--- src/hw/rmb_pkg.sv ---
// constants and types shared by the radio modem baud and buffer block
package rmb_pkg;
  // word index of each register; byte address is four times the index
  localparam int ADR_W = 12;
  localparam logic [9:0] IDX_BUF = 10'h0c9;
  localparam logic [9:0] IDX_MODEM = 10'h0db;
  localparam logic [9:0] IDX_CTRL = 10'h0c0;
  localparam logic [9:0] IDX_STAT = 10'h0c1;

  // reset values: both chains powered down, nrz, slowest rate
  localparam logic [7:0] RST_BUF = 8'h00;
  localparam logic [7:0] RST_MODEM = 8'h00;
  localparam logic [7:0] RST_CTRL = 8'h06;

  // control register bit positions
  localparam int CTRL_BYTE = 0;
  localparam int CTRL_TXPD = 1;
  localparam int CTRL_RXPD = 2;
  localparam int CTRL_DIR = 3;
  localparam int CTRL_IEN = 4;
  localparam logic [7:0] CTRL_MASK = 8'h1f;

  // status register bit positions
  localparam int STAT_IRQ = 0;
  localparam int STAT_VIOL = 1;

  // data coding codes
  localparam logic [1:0] CODE_NRZ = 2'h0;
  localparam logic [1:0] CODE_MANCH = 2'h1;
  localparam logic [1:0] CODE_TRANS = 2'h2;
  localparam logic [1:0] CODE_UART = 2'h3;

  // highest valid rate and crystal codes
  localparam logic [2:0] BAUD_MAX = 3'h5;
  localparam logic [2:0] XTAL_MAX = 3'h5;

  // reference crystal 3686.4 kHz and base rate 0.6 kBaud, both in 0.1 kHz
  localparam int REF_KHZ_X10 = 36864;
  localparam int BASE_KBAUD_X10 = 6;
  localparam int BASE_DIV = REF_KHZ_X10 / BASE_KBAUD_X10;
  localparam int BYTE_BITS = 8;

  // layout of the rate and format control register
  typedef struct packed {
    logic [2:0] baud;
    logic [1:0] coding;
    logic [2:0] xtal;
  } rmb_modem_t;

  typedef enum logic [1:0] {
    TX_OFF = 2'b01,
    TX_RUN = 2'b10
  } rmb_tx_state_t;
endpackage

--- src/hw/rmb_baud_gen.sv ---
// symbol rate tick generator driven from the crystal clock
`timescale 1ns/10ps
`default_nettype none
module rmb_baud_gen
  import rmb_pkg::*;
#(
  parameter int BASE_DIV = rmb_pkg::BASE_DIV
) (
  input wire logic clk_i,
  input wire logic rst_i,
  input wire logic ce_i,
  input wire logic run_i,
  input wire logic [2:0] baud_code_i,
  input wire logic [2:0] xtal_code_i,
  input wire logic resync_i,
  output logic tick_o
);
  logic [2:0] baud_eff;
  logic [2:0] xtal_eff;
  logic [15:0] unit;
  logic [15:0] period;
  logic [15:0] cnt_q;
  logic [15:0] cnt_d;

  // unused codes clamp to the nearest valid setting
  assign baud_eff = (baud_code_i > BAUD_MAX) ? BAUD_MAX : baud_code_i;
  assign xtal_eff = (xtal_code_i > XTAL_MAX) ? XTAL_MAX : xtal_code_i;
  // period = base / 2^baud * (xtal + 1) crystal cycles
  assign unit = 16'(BASE_DIV >> baud_eff);
  assign period = 16'(32'(unit) * (32'(xtal_eff) + 32'h1));
  assign tick_o = run_i && ce_i && (cnt_q == 16'h0000);

  // down counter; a data edge re-centres the sampling point
  assign cnt_d = !run_i ? period - 16'h0001 :
                 resync_i ? (period >> 1) :
                 (cnt_q == 16'h0000) ? period - 16'h0001 :
                 cnt_q - 16'h0001;

  // counter register
  always_ff @(posedge clk_i) begin
    if (rst_i) begin
      cnt_q <= 16'h0000;
    end else if (ce_i) begin
      cnt_q <= cnt_d;
    end
  end
endmodule
`default_nettype wire

--- src/hw/rmb_modem.sv ---
// radio modem data path: rate select, coding, buffer and shift register
//
// Design decision made here: the Wishbone interface to the registers.
`timescale 1ns/10ps
`default_nettype none
module rmb_modem
  import rmb_pkg::*;
#(
  parameter int BASE_DIV = rmb_pkg::BASE_DIV
) (
  input wire logic clk_i,
  input wire logic rst_i,
  input wire logic ce_i,
  input wire logic [ADR_W-1:0] adr_i,
  input wire logic [31:0] dat_i,
  output logic [31:0] dat_o,
  input wire logic we_i,
  input wire logic [3:0] sel_i,
  input wire logic cyc_i,
  input wire logic stb_i,
  output logic ack_o,
  output logic irq_o,
  output logic tx_mod_o,
  input wire logic rx_demod_i,
  input wire logic uart_tx_i,
  output logic uart_rx_o
);
  // word select from a bus address
  function automatic logic hit(input logic [ADR_W-1:0] adr,
                               input logic [9:0] idx);
    hit = (adr[ADR_W-1:2] == idx);
  endfunction

  logic [7:0] radio_data_buffer_q;
  rmb_modem_t modem_rate_format_control_q;
  logic [7:0] ctrl_q;
  logic radio_irq_flag_q;
  logic coding_violation_flag_q;
  logic ack_q;
  logic [31:0] dat_q;
  logic req;
  logic wr_low;
  logic wr_buf;
  logic wr_modem;
  logic wr_ctrl;
  logic wr_stat;
  logic [7:0] rd_byte;

  // register bus decode
  assign req = cyc_i && stb_i;
  assign wr_low = req && we_i && ack_q && sel_i[0] && ce_i;
  assign wr_buf = wr_low && hit(adr_i, IDX_BUF);
  assign wr_modem = wr_low && hit(adr_i, IDX_MODEM);
  assign wr_ctrl = wr_low && hit(adr_i, IDX_CTRL);
  assign wr_stat = wr_low && hit(adr_i, IDX_STAT);
  assign rd_byte = hit(adr_i, IDX_BUF) ? radio_data_buffer_q :
                   hit(adr_i, IDX_MODEM) ? modem_rate_format_control_q :
                   hit(adr_i, IDX_CTRL) ? ctrl_q :
                   hit(adr_i, IDX_STAT) ?
                     {6'h00, coding_violation_flag_q, radio_irq_flag_q} :
                   8'h00;
  assign ack_o = ack_q;
  assign dat_o = dat_q;

  // one wait state, read data captured on the same edge that raises the acknowledge
  always_ff @(posedge clk_i) begin
    if (rst_i) begin
      ack_q <= 1'b0;
      dat_q <= 32'h0000_0000;
    end else if (ce_i) begin
      ack_q <= req && !ack_q;
      if (req && !ack_q) begin
        dat_q <= {24'h00_0000, rd_byte};
      end
    end
  end

  // mode decode
  logic byte_transfer_select;
  logic transmit_chain_powerdown;
  logic radio_irq_enable;
  logic tx_run;
  logic rx_run;
  logic is_sync;
  logic is_manch;
  logic is_trans;
  logic is_uart;

  assign byte_transfer_select = ctrl_q[CTRL_BYTE];
  assign transmit_chain_powerdown = ctrl_q[CTRL_TXPD];
  assign radio_irq_enable = ctrl_q[CTRL_IEN];
  assign tx_run = ctrl_q[CTRL_DIR] && !transmit_chain_powerdown;
  assign rx_run = !ctrl_q[CTRL_DIR] && !ctrl_q[CTRL_RXPD];
  assign is_sync = !modem_rate_format_control_q.coding[1];
  assign is_manch = modem_rate_format_control_q.coding == CODE_MANCH;
  assign is_trans = modem_rate_format_control_q.coding == CODE_TRANS;
  assign is_uart = modem_rate_format_control_q.coding == CODE_UART;

  // demodulator input synchroniser and edge history
  logic rx_s1_q;
  logic rx_s2_q;
  logic rx_s3_q;
  logic rx_edge;

  always_ff @(posedge clk_i) begin
    if (rst_i) begin
      rx_s1_q <= 1'b0;
      rx_s2_q <= 1'b0;
      rx_s3_q <= 1'b0;
    end else if (ce_i) begin
      rx_s1_q <= rx_demod_i;
      rx_s2_q <= rx_s1_q;
      rx_s3_q <= rx_s2_q;
    end
  end
  assign rx_edge = rx_s2_q != rx_s3_q;

  // symbol clock, re-centred on nrz data edges while receiving
  logic tick;
  logic phase_q;
  logic bit_end;
  logic gen_run;

  assign gen_run = (tx_run || rx_run) && is_sync;

  rmb_baud_gen #(
    .BASE_DIV(BASE_DIV)
  ) u_baud (
    .clk_i(clk_i),
    .rst_i(rst_i),
    .ce_i(ce_i),
    .run_i(gen_run),
    .baud_code_i(modem_rate_format_control_q.baud),
    .xtal_code_i(modem_rate_format_control_q.xtal),
    .resync_i(rx_run && !is_manch && rx_edge),
    .tick_o(tick)
  );

  // manchester splits each bit into two chips
  assign bit_end = tick && (!is_manch || phase_q);

  always_ff @(posedge clk_i) begin
    if (rst_i) begin
      phase_q <= 1'b0;
    end else if (ce_i) begin
      if (!gen_run || !is_manch) begin
        phase_q <= 1'b0;
      end else if (tick) begin
        phase_q <= !phase_q;
      end
    end
  end

  // transmit sequencing
  rmb_tx_state_t tx_state_q;
  rmb_tx_state_t tx_state_d;
  logic [7:0] tx_sh_q;
  logic [2:0] tx_cnt_q;
  logic tx_go;
  logic tx_last;
  logic tx_load;
  logic tx_shift;
  logic tx_mod_q;
  logic tx_mod_d;

  assign tx_go = tx_run && is_sync;
  assign tx_last = !byte_transfer_select || (tx_cnt_q == 3'h7);
  assign tx_load = ce_i && tx_go &&
    ((tx_state_q == TX_OFF) || (bit_end && tx_last));
  assign tx_shift = ce_i && tx_go && (tx_state_q == TX_RUN) &&
                    bit_end && !tx_last;

  always_comb begin
    tx_state_d = tx_state_q;
    unique case (tx_state_q)
      TX_OFF: begin
        if (tx_go) begin
          tx_state_d = TX_RUN;
        end
      end
      TX_RUN: begin
        if (!tx_go) begin
          tx_state_d = TX_OFF;
        end
      end
      default: tx_state_d = TX_OFF;
    endcase
  end

  // shifter reloads from the buffer without disturbing it
  always_ff @(posedge clk_i) begin
    if (rst_i) begin
      tx_state_q <= TX_OFF;
      tx_sh_q <= 8'h00;
      tx_cnt_q <= 3'h0;
    end else if (ce_i) begin
      tx_state_q <= tx_state_d;
      if (tx_load) begin
        tx_cnt_q <= 3'h0;
        if (byte_transfer_select) begin
          tx_sh_q <= radio_data_buffer_q;
        end else begin
          tx_sh_q <= {radio_data_buffer_q[0], 7'h00};
        end
      end else if (tx_shift) begin
        tx_sh_q <= {tx_sh_q[6:0], 1'b0};
        tx_cnt_q <= tx_cnt_q + 3'h1;
      end
    end
  end

  // modulator drive: bypass modes route straight, else msb of shifter, inverted in the second manchester chip
  assign tx_mod_d = !tx_run ? 1'b0 :
                    is_uart ? uart_tx_i :
                    is_trans ? radio_data_buffer_q[0] :
                    (tx_state_q != TX_RUN) ? 1'b0 :
                    tx_sh_q[7] ^ (is_manch && phase_q);

  always_ff @(posedge clk_i) begin
    if (rst_i) begin
      tx_mod_q <= 1'b0;
    end else if (ce_i) begin
      tx_mod_q <= tx_mod_d;
    end
  end
  assign tx_mod_o = tx_mod_q;

  // receive path
  logic [7:0] rx_sh_q;
  logic [2:0] rx_cnt_q;
  logic rx_chip_q;
  logic rx_stage_q;
  logic rx_bit;
  logic rx_done;
  logic rx_byte_done;
  logic rx_bit_done;
  logic rx_viol;
  logic uart_rx_q;

  assign rx_bit = is_manch ? rx_chip_q : rx_s2_q;
  assign rx_done = ce_i && rx_run && is_sync && bit_end;
  assign rx_byte_done = rx_done && byte_transfer_select &&
                        (rx_cnt_q == 3'h7);
  assign rx_bit_done = rx_done && !byte_transfer_select;
  assign rx_viol = rx_done && is_manch && (rx_s2_q == rx_chip_q);

  always_ff @(posedge clk_i) begin
    if (rst_i) begin
      rx_sh_q <= 8'h00;
      rx_cnt_q <= 3'h0;
      rx_chip_q <= 1'b0;
      rx_stage_q <= 1'b0;
      uart_rx_q <= 1'b1;
    end else if (ce_i) begin
      uart_rx_q <= (rx_run && is_uart) ? rx_s2_q : 1'b1;
      if (!rx_run || !is_sync) begin
        rx_cnt_q <= 3'h0;
      end else if (tick && !bit_end) begin
        rx_chip_q <= rx_s2_q;
      end else if (rx_done) begin
        rx_sh_q <= {rx_sh_q[6:0], rx_bit};
        rx_cnt_q <= rx_cnt_q + 3'h1;
        rx_stage_q <= rx_bit;
      end
    end
  end
  assign uart_rx_o = uart_rx_q;

  // software registers; received data overwrites the buffer
  logic irq_set;
  assign irq_set = tx_load || rx_byte_done || rx_bit_done;

  always_ff @(posedge clk_i) begin
    if (rst_i) begin
      radio_data_buffer_q <= RST_BUF;
      modem_rate_format_control_q <= RST_MODEM;
      ctrl_q <= RST_CTRL;
    end else if (ce_i) begin
      if (wr_modem) begin
        modem_rate_format_control_q <= dat_i[7:0];
      end
      if (wr_ctrl) begin
        ctrl_q <= dat_i[7:0] & CTRL_MASK;
      end
      if (rx_byte_done) begin
        radio_data_buffer_q <= {rx_sh_q[6:0], rx_bit};
      end else if (rx_bit_done) begin
        radio_data_buffer_q[0] <= rx_stage_q;
      end else if (rx_run && is_trans) begin
        radio_data_buffer_q[0] <= rx_s2_q;
      end else if (wr_buf) begin
        radio_data_buffer_q <= dat_i[7:0];
      end
    end
  end

  // sticky flags, cleared by writing one; a new event beats the clear
  always_ff @(posedge clk_i) begin
    if (rst_i) begin
      radio_irq_flag_q <= 1'b0;
      coding_violation_flag_q <= 1'b0;
    end else if (ce_i) begin
      if (irq_set) begin
        radio_irq_flag_q <= 1'b1;
      end else if (wr_stat && dat_i[STAT_IRQ]) begin
        radio_irq_flag_q <= 1'b0;
      end
      if (rx_viol) begin
        coding_violation_flag_q <= 1'b1;
      end else if (wr_stat && dat_i[STAT_VIOL]) begin
        coding_violation_flag_q <= 1'b0;
      end
    end
  end

  assign irq_o = radio_irq_flag_q && radio_irq_enable;
endmodule
`default_nettype wire

--- config.mk ---
export PLATFORM = sky130hd
export DESIGN_NAME = rmb_modem
export DESIGN_NICKNAME = d
export VERILOG_FILES = /design/src/hw/rmb_pkg.sv /design/src/hw/rmb_baud_gen.sv /design/src/hw/rmb_modem.sv
export SDC_FILE = /design/constraint.sdc
export NUM_CORES = 1
export LEC_CHECK = 0
export BUFFER_PORTS_ARGS = -buffer_cell sky130_fd_sc_hd__buf_4
export CAP_MARGIN = 15
export CORE_MARGIN = 5
export CORE_UTILIZATION = 55
export CTS_CLUSTER_DIAMETER = 150
export DETAILED_ROUTE_END_ITERATION = 7
export PLACE_DENSITY = 0.78
export SYNTH_ARGS = -nofsm -noshare
export SYNTH_HDL_FRONTEND = slang
export SYNTH_SLANG_ARGS = --single-unit
--- constraint.sdc ---
create_clock -name clk_i -period 7.52 [get_ports clk_i]
set_input_delay 0.752 -clock clk_i [delete_from_list [all_inputs] [get_ports clk_i]]
set_output_delay 0.752 -clock clk_i [all_outputs]
set_load 0.02 [all_outputs]
[Yosys cells after proc, flatten, opt, wreduce, memory -nomap -nowiden]
Index checks and enable logic that the tools add are counted.
Operators by class
  add/sub/neg operators: 5
  multipliers: 1
  $lt $le $gt $ge: 2
  eq/ne operators: 19
  shift operators: 1
  muxes and demuxes: 38
  bitwise logic cells: 3
  reduce and logical (&&, ||, !) cells: 81
Operators by type and width (number)
  $mux W8: 7
  $mux W16: 3
  $eq A10 B8 Y1 const B: 4
  $logic_and A1 B1 Y1: 40
  $mul A16 B32 Y16: 1
  $sub A16 B1 Y16 const B: 2
  $mux W3: 7
  $logic_not A16 Y1: 1
  $reduce_and A2 Y1: 8
  $shr A13 B3 Y16 const A: 1
  $mux W1: 14
  $mux W7: 2
  $logic_not A1 Y1: 12
  $ne A2 B2 Y1 const B: 6
  $reduce_bool A2 Y1: 6
  $reduce_and A3 Y1: 3
  $logic_or A1 B1 Y1: 8
  $reduce_and A4 Y1: 2
  $add A3 B1 Y3 const B: 2
  $eq A2 B2 Y1 const B: 3
  $eq A3 B3 Y1 const B: 2
  $gt A3 B3 Y1 const B: 2
  $mux W2: 3
  $mux W5: 1
  8 further kinds: 10
Storage, ports and cells
  register bits: 79

[Depth between registers and ports, before layout]
Gate-level depths: netlist of the first run.
  word-level depth: 14
  mapped depth: 19
  depth with buffers taken out: 17

[Modules after synthesis]
A second synthesis of the first run with hierarchy kept.
Unflattened totals
  cell total of the unflattened synthesis: 700
  area, all modules: 5629.1 sq um
Modules (own cells, without submodules)
  rmb_modem: instances 1, cells each 381, area each 3229.3 sq um, sequential area each 1241.2 sq um
  rmb_baud_gen: instances 1, cells each 319, area each 2399.8 sq um, sequential area each 320.3 sq um

[Worst setup path before layout of the first run]
No wires, ideal clock.
  path kind: register to register
  start: register modem_rate_format_control_q[2] (netlist name)
  end: register u_baud.cnt_q[12]
  setup time: 0.131 ns
  arrival time: 4.465 ns
  setup slack: 2.924 ns
  cell stages (with the launch flop): 19
  path buffers: 1
  path through: dfxtp_1 > a21oi_1 > clkbuf_1 > inv_1 > ha_1 > xor2_1 > and3_1 > fa_1 > inv_1 > fa_1 > inv_1 > ha_1 > a211oi_1 > nor4b_1 > or3b_2 > nor3_1 > xnor2_1 > a221oi_1 > nor3_1
On the way
  cells in the longest elaborated chain, start to end: 8
Ends and longest elaborated chain
  start: declaration: RTL line rmb_modem.sv:35  | rmb_modem_t modem_rate_format_control_q;
  start signal: assignment: RTL line rmb_modem.sv:280  | modem_rate_format_control_q <= dat_i[7:0];
  $gt A3 B3 Y1: RTL line rmb_baud_gen.sv:27  | assign xtal_eff = (xtal_code_i > XTAL_MAX) ? XTAL_MAX : xtal_code_i;
  $mux W3 *: RTL line rmb_baud_gen.sv:27
  $add A3 B1 Y4 *: RTL line rmb_baud_gen.sv:30  | assign period = 16'(32'(unit) * (32'(xtal_eff) + 32'h1));
  $mul A16 B32 Y16 *: RTL line rmb_baud_gen.sv:30
  $sub A16 B1 Y16: RTL line rmb_baud_gen.sv:34, rmb_baud_gen.sv:36
  $mux W16: RTL line rmb_baud_gen.sv:36  | (cnt_q == 16'h0000) ? period - 16'h0001 :
  $mux W16: RTL line rmb_baud_gen.sv:35  | resync_i ? (period >> 1) :
  $mux W16 *: RTL line rmb_baud_gen.sv:34  | assign cnt_d = !run_i ? period - 16'h0001 :
  end signal: assignment: RTL line rmb_baud_gen.sv:44  | cnt_q <= cnt_d;
  end: declaration: RTL line rmb_baud_gen.sv:22  | logic [15:0] cnt_q;
Every way passes the cells marked *; elsewhere a longest branch is shown, timed or not.
A chain may end at the register's enable or synchronous reset.

[Final worst setup path of the first run]
Same ends and word-level chain as after synthesis.

==> flow_summary.yaml, run 1 <==
run_status:
  outcome: "complete, no violations"
layout:
  layout.nets: 829
  drive_above_1_share: 0.1122
  antenna_cells: 0
  n_fill_cell: 932
  final_area_mm2: 0.006110
  multi_input_area_mm2: 0.003752
  seqCellArea_mm2: 0.001562
  syn2layout_area_growth_pct: 8.199
sta:
  tightest_slew_ns: 0.9700
  setup_tns_ns: 0
  hold_ws_ns: 0.4645
  rsz0062_at_grt: "false"
  fin_crit_ns: 5.531
  setup_ws_ns: 1.989
  slew_violations: 0
  fin_crit_sh: 0.7355
  skew_ns: 0.01251
  hold_viol: 0
  setup_viol: 0
  fmax_ghz: 0.1808
  relSlewSlack: 0.3509
clock_network:
  cts_tree: "built"
  cts_resized: 0
  clkSinkCount: 78
  post_cts_buffers: 0
  cts_buffers: 9
  h-tree-depth: 3
  clk_pin_slew_ns: 0.09
  ctsHoldBuffers: 0
  max-clock-path-buffers: 2
  insertion_delay_ns: 0.38
  cts_root_buffer: "clkbuf_8"
grt:
  antenna_found_initial: 0
  grt_max_degree: 80
  grt_pass1_vias: 4763
  overflow: 0
  grt_pass1_wl_mm: 22.40
  track_usage: 0.2173
setup_path:
  cp-start-kind: "flop"
  crit_path_end_kind: "flop"
  crit_type: "reg -> reg"
  crit_fanout: 12
  cp.arrival_ns: 5.77
  cp.required_ns: 7.76
synth:
  postSynthRegisterBits: 78
  synthFlopType: "dfxtp_1"
  muxShareOfSynthArea: 0.06293
  yosys-top-cells-count: "nor2_1, dfxtp_1, nand2_1, a21oi_1, inv_1"
  netlist.area_leader.share: 0.2765
  synthSimpleGateAreaFrac: 0.2581
  synth_edf_count: 0
  ys_types: 70
  synth_top_family_by_area: "simple AND/OR/NAND/NOR gates"
  yosys-top-cells-area: "dfxtp_1, nor2_1, a21oi_1"
  yosysMostFrequentCell: "nor2_1"
  syn_avg_cell_area_um2: 7.931
  synth_compound_area_frac: 0.1755
  ys_seq_area_frac: 0.2765
  synthXorXnorAreaFrac: 0.04188
  yosysWarningCount: 0
  synthAdderAreaFrac: 0.1028
  yosysTopAreaCell: "dfxtp_1"
  syn_inst: 712
  synthArstFlopShare: 0
  synth.cell_area_mm2: 0.005647
run:
  drv_cap: 0
drt:
  wl_per_cell_um: 15.56
  dr_total_vias: 5117
  ant_nets: 0
  drtPass1Iterations: 5
  viasPerCell: 5.841
  drtIter0Drc: 349
  routed_wl_mm: 13.63
  route.detailed.drc: 0
placement:
  dpl.hpwl_mm: 10.20
  routabilityCongestion: 0.9074
  placed_area_mm2: 0.005908
  portBuffers: 38
  pre_cts_ws_ns: 2.065
floorplan:
  die_h_um: 111.3
  die_area_mm2: 0.01239
  rows: 37
  pin_count: 92
  die_w_um: 111.3
  initial_core_util: 0.5544
  core_mm2: 0.01018
pwr:
  p_leak_nw: 2.444
  powerDensity_mw_per_mm2: 147.8
  power.total_mw: 0.9028
  ir_worst_vdd_v: 0.0002148
worst_hold_path:
  worst_hold_path_type: "reg -> reg"
[area by class of cell]
class,count,area share
clock buffer,9,0.02027
clock inverter,7,0.01270
inverter,35,0.02150
multi-input combinational,572,0.6142
sequential,78,0.2556
tap,136,0.02785
timing repair buffer,39,0.04792
[final timing paths]
kind	endpoint	slack, ns	from	cells past startpoint
min	rx_sh_q[6]	0.46	rx_sh_q[6]	2
max	u_baud.cnt_q[12]	1.99	modem_rate_format_control_q[2]	17
min reg2reg	rx_sh_q[6]	0.46	rx_sh_q[6]	2
max reg2reg	u_baud.cnt_q[12]	1.99	modem_rate_format_control_q[2]	17
[report_power, final]
group | internal (mW) | leakage (nW) | total (mW) | switching [mW]
clock network | 0.157 | 0.101 | 0.329 | 0.172
logic | 0.0544 | 1.71 | 0.139 | 0.0848
registers | 0.422 | 0.634 | 0.434 | 0.0118
total | 0.634 | 2.44 | 0.903 | 0.269
[cell usage in the layout (no fill, tap or decap), types with 18 or more instances in the layout]
cell type and count:
conb_1 35, nor3_1 18, mux2i_1 22, inv_1 35
nand2_1 64, nor2_1 91, a21oi_1 61, o21ai_0 21
ha_1 24, nand3_1 20, dfxtp_1 78, buf_4 39
[through the flow]
| step | utilization | std cells |
|---|---|---|
| floorplan | - | 745 |
| global placement | 0.5801 | 860 |
| detailed placement | 0.5801 | 860 |
| CTS | 0.5999 | 876 |
| global route | 0.5999 | 876 |
| finish | 0.5999 | 876 |
[cell families after synthesis]
family / count (synthesis)
DFF: 78
and+or+nand+nor: 285
muxes: 34
xor gates and xnor gates: 27
other: 2
adders and majority gates: 38
AOI/OAI and AO/OA: 153
buffers and inverters: 95
[critical path, stage by stage, from the launching register on]
cell and delay, ns:
dfxtp_1 0.38, a21oi_1 0.78, inv_1 0.10, ha_1 0.25, xor2_1 0.22, and3_1 0.25, fa_1 0.50, inv_1 0.05
fa_1 0.52, inv_1 0.04, ha_1 0.24, a211oi_1 0.60, nor4b_1 0.11, or3b_2 0.52, nor3_1 0.27, xnor2_1 0.11
a221oi_1 0.35, nor3_1 0.08
[metal layers]
metal	share of wire	wire length, um	GRT usage
met5	0	0	0
met4	0.020	279	0.07056
met3	0.056	765	0.04967
met2	0.51	6889	0.3752
met1	0.42	5696	0.2684
[registers in the layout, indices dropped and copies added, names as in the netlist, 2 cells and up]
name	flops
tx_cnt_q	3
radio_data_buffer_q	8
tx_state_q	2
rx_sh_q	7
u_baud.cnt_q	16
ctrl_q	5
tx_sh_q	8
dat_o	8
rx_cnt_q	3
modem_rate_format_control_q	8
Note: power is estimated with default switching activity, not from simulation.
==> run 2: changes to the inputs <==
- CORE_UTILIZATION: 55 -> 52
- PLACE_DENSITY: 0.78 -> 0.77
- clock period: 7.52 -> 4.45 ns (I/O delays scaled with it)
==> run 2 against run 1 <==
Net effect: global-route usage down 0.23 points; routed wire length up 3.6%; sequential share of layout area fell by 1.2 points.
==> flow_summary.yaml, run 2 (synthesis results as in run 1) <==
run_status:
  outcome: "complete, no violations"
clock_network:
  cts_root_buffer: "clkbuf_8"
  ctsHoldBuffers: 0
  max-clock-path-buffers: 2
  h-tree-depth: 3
  insertion_delay_ns: 0.36
  cts_tree: "built"
  clkSinkCount: 78
  cts_buffers: 9
  clk_pin_slew_ns: 0.09
floorplan:
  pin_count: 92
  core_mm2: 0.01075
  initial_core_util: 0.5255
  rows: 38
  die_h_um: 114.2
  die_area_mm2: 0.01304
  die_w_um: 114.2
setup_path:
  cp.arrival_ns: 4.45
  max_stage_delay_ns: 0.53
  slowest_stage: "fa_1"
  crit_chain: "buf_6 -> nor2b_1 -> ha_2 -> xor2_2 -> and3_4 -> fa_1 -> inv_1 -> fa_1 -> inv_1 -> ha_4 -> a211oi_4 -> buf_4 -> o21ba_2 -> nor2_1 -> nor4_1 -> buf_4 -> nand2_1 -> mux2i_1 -> a311oi_1"
  crit_type: "reg -> reg"
  cp.required_ns: 4.72
  cp-startpoint: "modem_rate_format_control_q[2]"
  crit_path_end_kind: "flop"
  cp-start-kind: "flop"
  r2r-start: "modem_rate_format_control_q[2]"
  crit_fanout: 5
sta:
  setup_ws_ns: 0.2690
  fin_crit_sh: 0.9396
  slew_violations: 0
  fmax_ghz: 0.2392
  rsz0062_at_grt: "false"
  hold_ws_ns: 0.3214
  relSlewSlack: 0.3335
  setup_viol: 0
  skew_ns: 0.009816
  tightest_slew_ns: 0.9961
  hold_viol: 0
  fin_crit_ns: 4.181
grt:
  track_usage: 0.2151
  grt_max_degree: 80
  overflow: 0
  use_met2: 0.3708
  busiest_layer: "met2"
  grt_pass1_vias: 4978
  met3_usage: 0.03858
  grt_pass1_wl_mm: 23.20
  antenna_found_initial: 0
  grt.met1_usage: 0.2723
pwr:
  clockPowerShare: 0.377
  powerDensity_mw_per_mm2: 247.1
  sw_frac_of_total: 0.2828
  combPwrFrac: 0.159
  switchingPower_mw: 0.4475
  p_leak_nw: 2.557
  ir_worst_vdd_v: 0.0001962
  intPower_mw: 1.135
  seq_power_share: 0.464
drt:
  routed_wl_mm: 14.12
  ant_nets: 0
  viasPerCell: 5.756
  drtPass1Iterations: 5
  dr_total_vias: 5175
  route.detailed.drc: 0
  wl_per_cell_um: 15.70
  drtIter0Drc: 364
run:
  drv_cap: 0
layout:
  largest_register_ffs: 16
  top_register: "u_baud.cnt_q"
  final_cell_mix: "nor2_1, dfxtp_1, nand2_1, a21oi_1, buf_4"
  layout.nets: 848
  syn2layout_area_growth_pct: 13.43
  drive_above_1_share: 0.1568
  final_common_cell: "nor2_1"
  n_fill_cell: 975
  antenna_cells: 0
  final_core_util: 0.5961
placement:
  dpl.hpwl_mm: 10.48
  pre_cts_ws_ns: -0.02132
  portBuffers: 38
  routabilityCongestion: 0.9035
worst_hold_path:
  worst_hold_path_type: "in -> reg"
  holdCritStartpoint: "dat_i[2]"
run 2: repair_timing:
action,4_1_cts,5_1_grt
pin swaps,1,6
setup buffers,0,2
endpoints found under the setup margin,3,5
resized for setup,2,23
run 2: power by group through the flow:
stage | logic (mW) | clock network, mW | registers [mW]
after floorplan | 0.189 | 0 | 0.748
after global placement | 0.230 | 0 | 0.749
after detailed placement | 0.236 | 0 | 0.750
after CTS | 0.238 | 0.607 | 0.733
after global routing | 0.278 | 0.639 | 0.737
final | 0.251 | 0.597 | 0.734
run 2: per-layer routing:
metal	vias up	routed length, um	part of all wire
met5	-	0	0
met4	0	205	0.015
met3	26	736	0.052
met2	155	7238	0.51
met1	2465	5935	0.42
li1	2529	-	-
run 2: worst paths after layout:
kind / endpoint / slack (ns) / depth (start not counted)
hold reg to reg: rx_sh_q[6] / 0.46 / 2
setup / recovery: u_baud.cnt_q[13] / 0.27 / 19
setup reg to reg: u_baud.cnt_q[13] / 0.27 / 19
hold / removal: ctrl_q[2] / 0.32 / 2
run 2: final cells by class:
| class | count | area (um^2) | area share |
|---|---|---|---|
| Clock inverter | 6 | 93.84 | 0.01465 |
| Tap cell | 140 | 175.2 | 0.02735 |
| Timing Repair Buffer | 58 | 439.2 | 0.06857 |
| Multi-Input combinational cell | 572 | 3875 | 0.6050 |
| Inverter | 35 | 131.4 | 0.02051 |
| Clock buffer | 10 | 127.6 | 0.01993 |
| Sequential cell | 78 | 1563 | 0.2440 |
run 2: per-stage QoR:
step	area [um^2]	instances	total power, mW	TNS [ns]
2_1_floorplan	5782	745	0.9369	0
3_3_place_gp	6046	881	0.9787	0
3_5_place_dp	6046	881	0.9863	-0.03749
4_1_cts	6276	897	1.578	0
5_1_grt	6405	899	1.654	0
6_report	6405	899	1.583	0
run 2: worst max-delay path: cells and delay by family, from the launching register on:
kind            cells  cell delay, ns
fa+ha+maj           4            1.42
compound gates      3            0.72
simple gates        5            0.63
buf+inv             5            0.61
flops               1            0.37
xor+xnor            1            0.20
mux                 1            0.13
==> run 3: changes to the inputs <==
- CORE_UTILIZATION: 52 -> 55
- PLACE_DENSITY: 0.77 -> 0.78
- clock period: 4.45 -> 5.3 ns (I/O delays scaled with it)
==> run 3 against run 2 <==
Net effect: critical path depth shrank 2; total power shrank 15%; sequential power shrank 16%; global-route usage grew 0.66 points; routed wire length shrank 1.3%; worst hold slack gained 0.055 ns; die area shrank 5.0%; clock power shrank 12%; critical endpoint is now u_baud.cnt_q[12]; largest cell class unchanged; largest power group unchanged.
==> flow_summary.yaml, run 3 (synthesis results as in run 1) <==
floorplan:
  die_area_mm2: 0.01239
  core_mm2: 0.01018
  pin_count: 92
  die_h_um: 111.3
  initial_core_util: 0.5544
  die_w_um: 111.3
  rows: 37
clock_network:
  cts_buffers: 9
  insertion_delay_ns: 0.39
  cts_root_buffer: "clkbuf_8"
  clkSinkCount: 78
  max-clock-path-buffers: 2
  h-tree-depth: 3
  clk_pin_slew_ns: 0.09
  cts_tree: "built"
drt:
  route.detailed.drc: 0
  viasPerCell: 5.845
  dr_total_vias: 5132
  wl_per_cell_um: 15.87
  drtIter0Drc: 285
  drtPass1Iterations: 6
  routed_wl_mm: 13.93
  ant_nets: 0
grt:
  track_usage: 0.2216
  antenna_found_initial: 0
  overflow: 0
  grt_max_degree: 80
  grt_pass1_wl_mm: 22.79
  grt_pass1_vias: 4793
placement:
  pre_cts_ws_ns: 0.4758
  routabilityCongestion: 0.8902
  dpl.hpwl_mm: 10.46
  portBuffers: 38
pwr:
  combPwrFrac: 0.148
  sw_frac_of_total: 0.2910
  p_leak_nw: 2.467
  clockPowerShare: 0.391
  power.total_mw: 1.339
  ir_worst_vdd_v: 0.0002153
  intPower_mw: 0.9490
  switchingPower_mw: 0.3895
  seq_power_share: 0.460
  powerDensity_mw_per_mm2: 217.6
sta:
  hold_viol: 0
  setup_viol: 0
  skew_ns: 0.01298
  relSlewSlack: 0.3452
  rsz0062_at_grt: "false"
  setup_ws_ns: 0.5478
  fin_crit_sh: 0.8966
  tightest_slew_ns: 0.9785
  slew_violations: 0
  setup_tns_ns: 0
  fin_crit_ns: 4.752
  fmax_ghz: 0.2104
layout:
  antenna_cells: 0
  largest_register_ffs: 16
  drive_above_1_share: 0.1159
  n_fill_cell: 912
  layout.nets: 831
  final_cell_mix: "nor2_1, dfxtp_1, nand2_1, a21oi_1, buf_4"
  top_register: "u_baud.cnt_q"
  final_common_cell: "nor2_1"
  syn2layout_area_growth_pct: 8.952
setup_path:
  crit_fanout: 6
  crit_path_end_kind: "flop"
  max_stage_delay_ns: 0.53
  cp.required_ns: 5.54
  crit_chain: "a21oi_1 -> inv_1 -> ha_1 -> xor2_1 -> and3_1 -> fa_1 -> inv_1 -> fa_1 -> inv_1 -> ha_1 -> o21ai_0 -> nor4b_1 -> or3b_2 -> nor3_1 -> xnor2_1 -> a221oi_1 -> nor3_1"
  cp.arrival_ns: 4.99
  crit_type: "reg -> reg"
  cpMostUsedCell: "inv_1"
  rr_worst_depth: 17
  worst_r2r_endpoint: "u_baud.cnt_q[12]"
  cp-start-kind: "flop"
  r2r-start: "modem_rate_format_control_q[2]"
  ff2ff_setup_slack_ns: 0.55
  slowest_stage: "fa_1"
worst_hold_path:
  worst_hold_path_type: "in -> reg"
  holdCritStartpoint: "dat_i[2]"
  min_to: "ctrl_q[2]"
  whs_path_depth: 2
run:
  drv_cap: 0
run_status:
  outcome: "complete, no violations"
-- run 3: cell count changes in the layout (fill, tap and decap cells not counted), moves of 2 or more --
cell,before,now
xor2_1,10,13
a21oi_1,58,61
o21ai_0,18,21
ha_1,21,24
ha_4,2,0
buf_4,57,41
a21oi_2,3,0
inv_6,1,4
o21ai_1,3,1
xor2_2,3,0
-- run 3: how the worst max path moves through the flow --
| stage | slack, ns | endpoint | from | cells after the start |
|---|---|---|---|---|
| floorplan | 0.70 | u_baud.cnt_q[12] | modem_rate_format_control_q[2] | 18 |
| global placement | 0.61 | u_baud.cnt_q[12] | modem_rate_format_control_q[7] | 16 |
| detailed placement | 0.48 | u_baud.cnt_q[12] | modem_rate_format_control_q[7] | 16 |
| CTS | 0.45 | u_baud.cnt_q[12] | modem_rate_format_control_q[7] | 16 |
| global route | 0.17 | u_baud.cnt_q[12] | modem_rate_format_control_q[2] | 16 |
| finish | 0.55 | u_baud.cnt_q[12] | modem_rate_format_control_q[2] | 17 |
-- run 3: area by class of cell --
type	instances	area [um^2]	share of cell area
clock buffers	9	123.9	0.02013
clock inverters	7	103.9	0.01688
inverters	35	131.4	0.02135
multi-input cells	572	3752	0.6099
flip-flops and latches	78	1563	0.2540
well taps	136	170.2	0.02766
repair buffers	41	307.8	0.05003
-- run 3: layer usage --
metal,vias up,track usage,share of wire
met1,2443,0.2755,0.42
met5,-,0,0
li1,2495,-,-
met2,167,0.3719,0.50
met3,27,0.04749,0.054
met4,0,0.09408,0.026
-- run 3: what timing repair did --
item / CTS / global route
gates resized for setup: 0 / 1
endpoints found under the setup margin: 0 / 1
hold endpoints to repair: 0 / 0
buffers inserted: 0 / 0
hold buffers: 0 / 0
-- run 3: critical path: cells and delay by family (launching register included) --
kind,cells,cell delay [ns]
AO/OA/AOI/OAI,3,0.95
XOR/XNOR,2,0.32
adder cells (fa/ha/maj),4,1.60
buffers and inverters,3,0.17
flip-flops,1,0.38
AND/OR/NAND/NOR,5,1.19
-- run 3: through the flow --
stage	utilization	cell area, um^2	instances	hold slack, ns
6_report	0.6041	6152	878	0.3762
5_1_grt	0.6041	6152	878	0.3899
4_1_cts	0.6039	6151	878	0.3687
3_5_place_dp	0.5816	5923	862	0.4589
3_3_place_gp	0.5816	5923	862	0.4413
2_1_floorplan	-	5771	745	0.4295
-- run 3: power groups by stage --
stage / combinational (mW) / sequential [mW] / clock [mW]
after floorplan: 0.159 / 0.628 / 0
after detailed placement: 0.195 / 0.629 / 0
after CTS: 0.196 / 0.616 / 0.532
after global routing: 0.218 / 0.618 / 0.565
final: 0.198 / 0.616 / 0.524
after global placement: 0.188 / 0.628 / 0
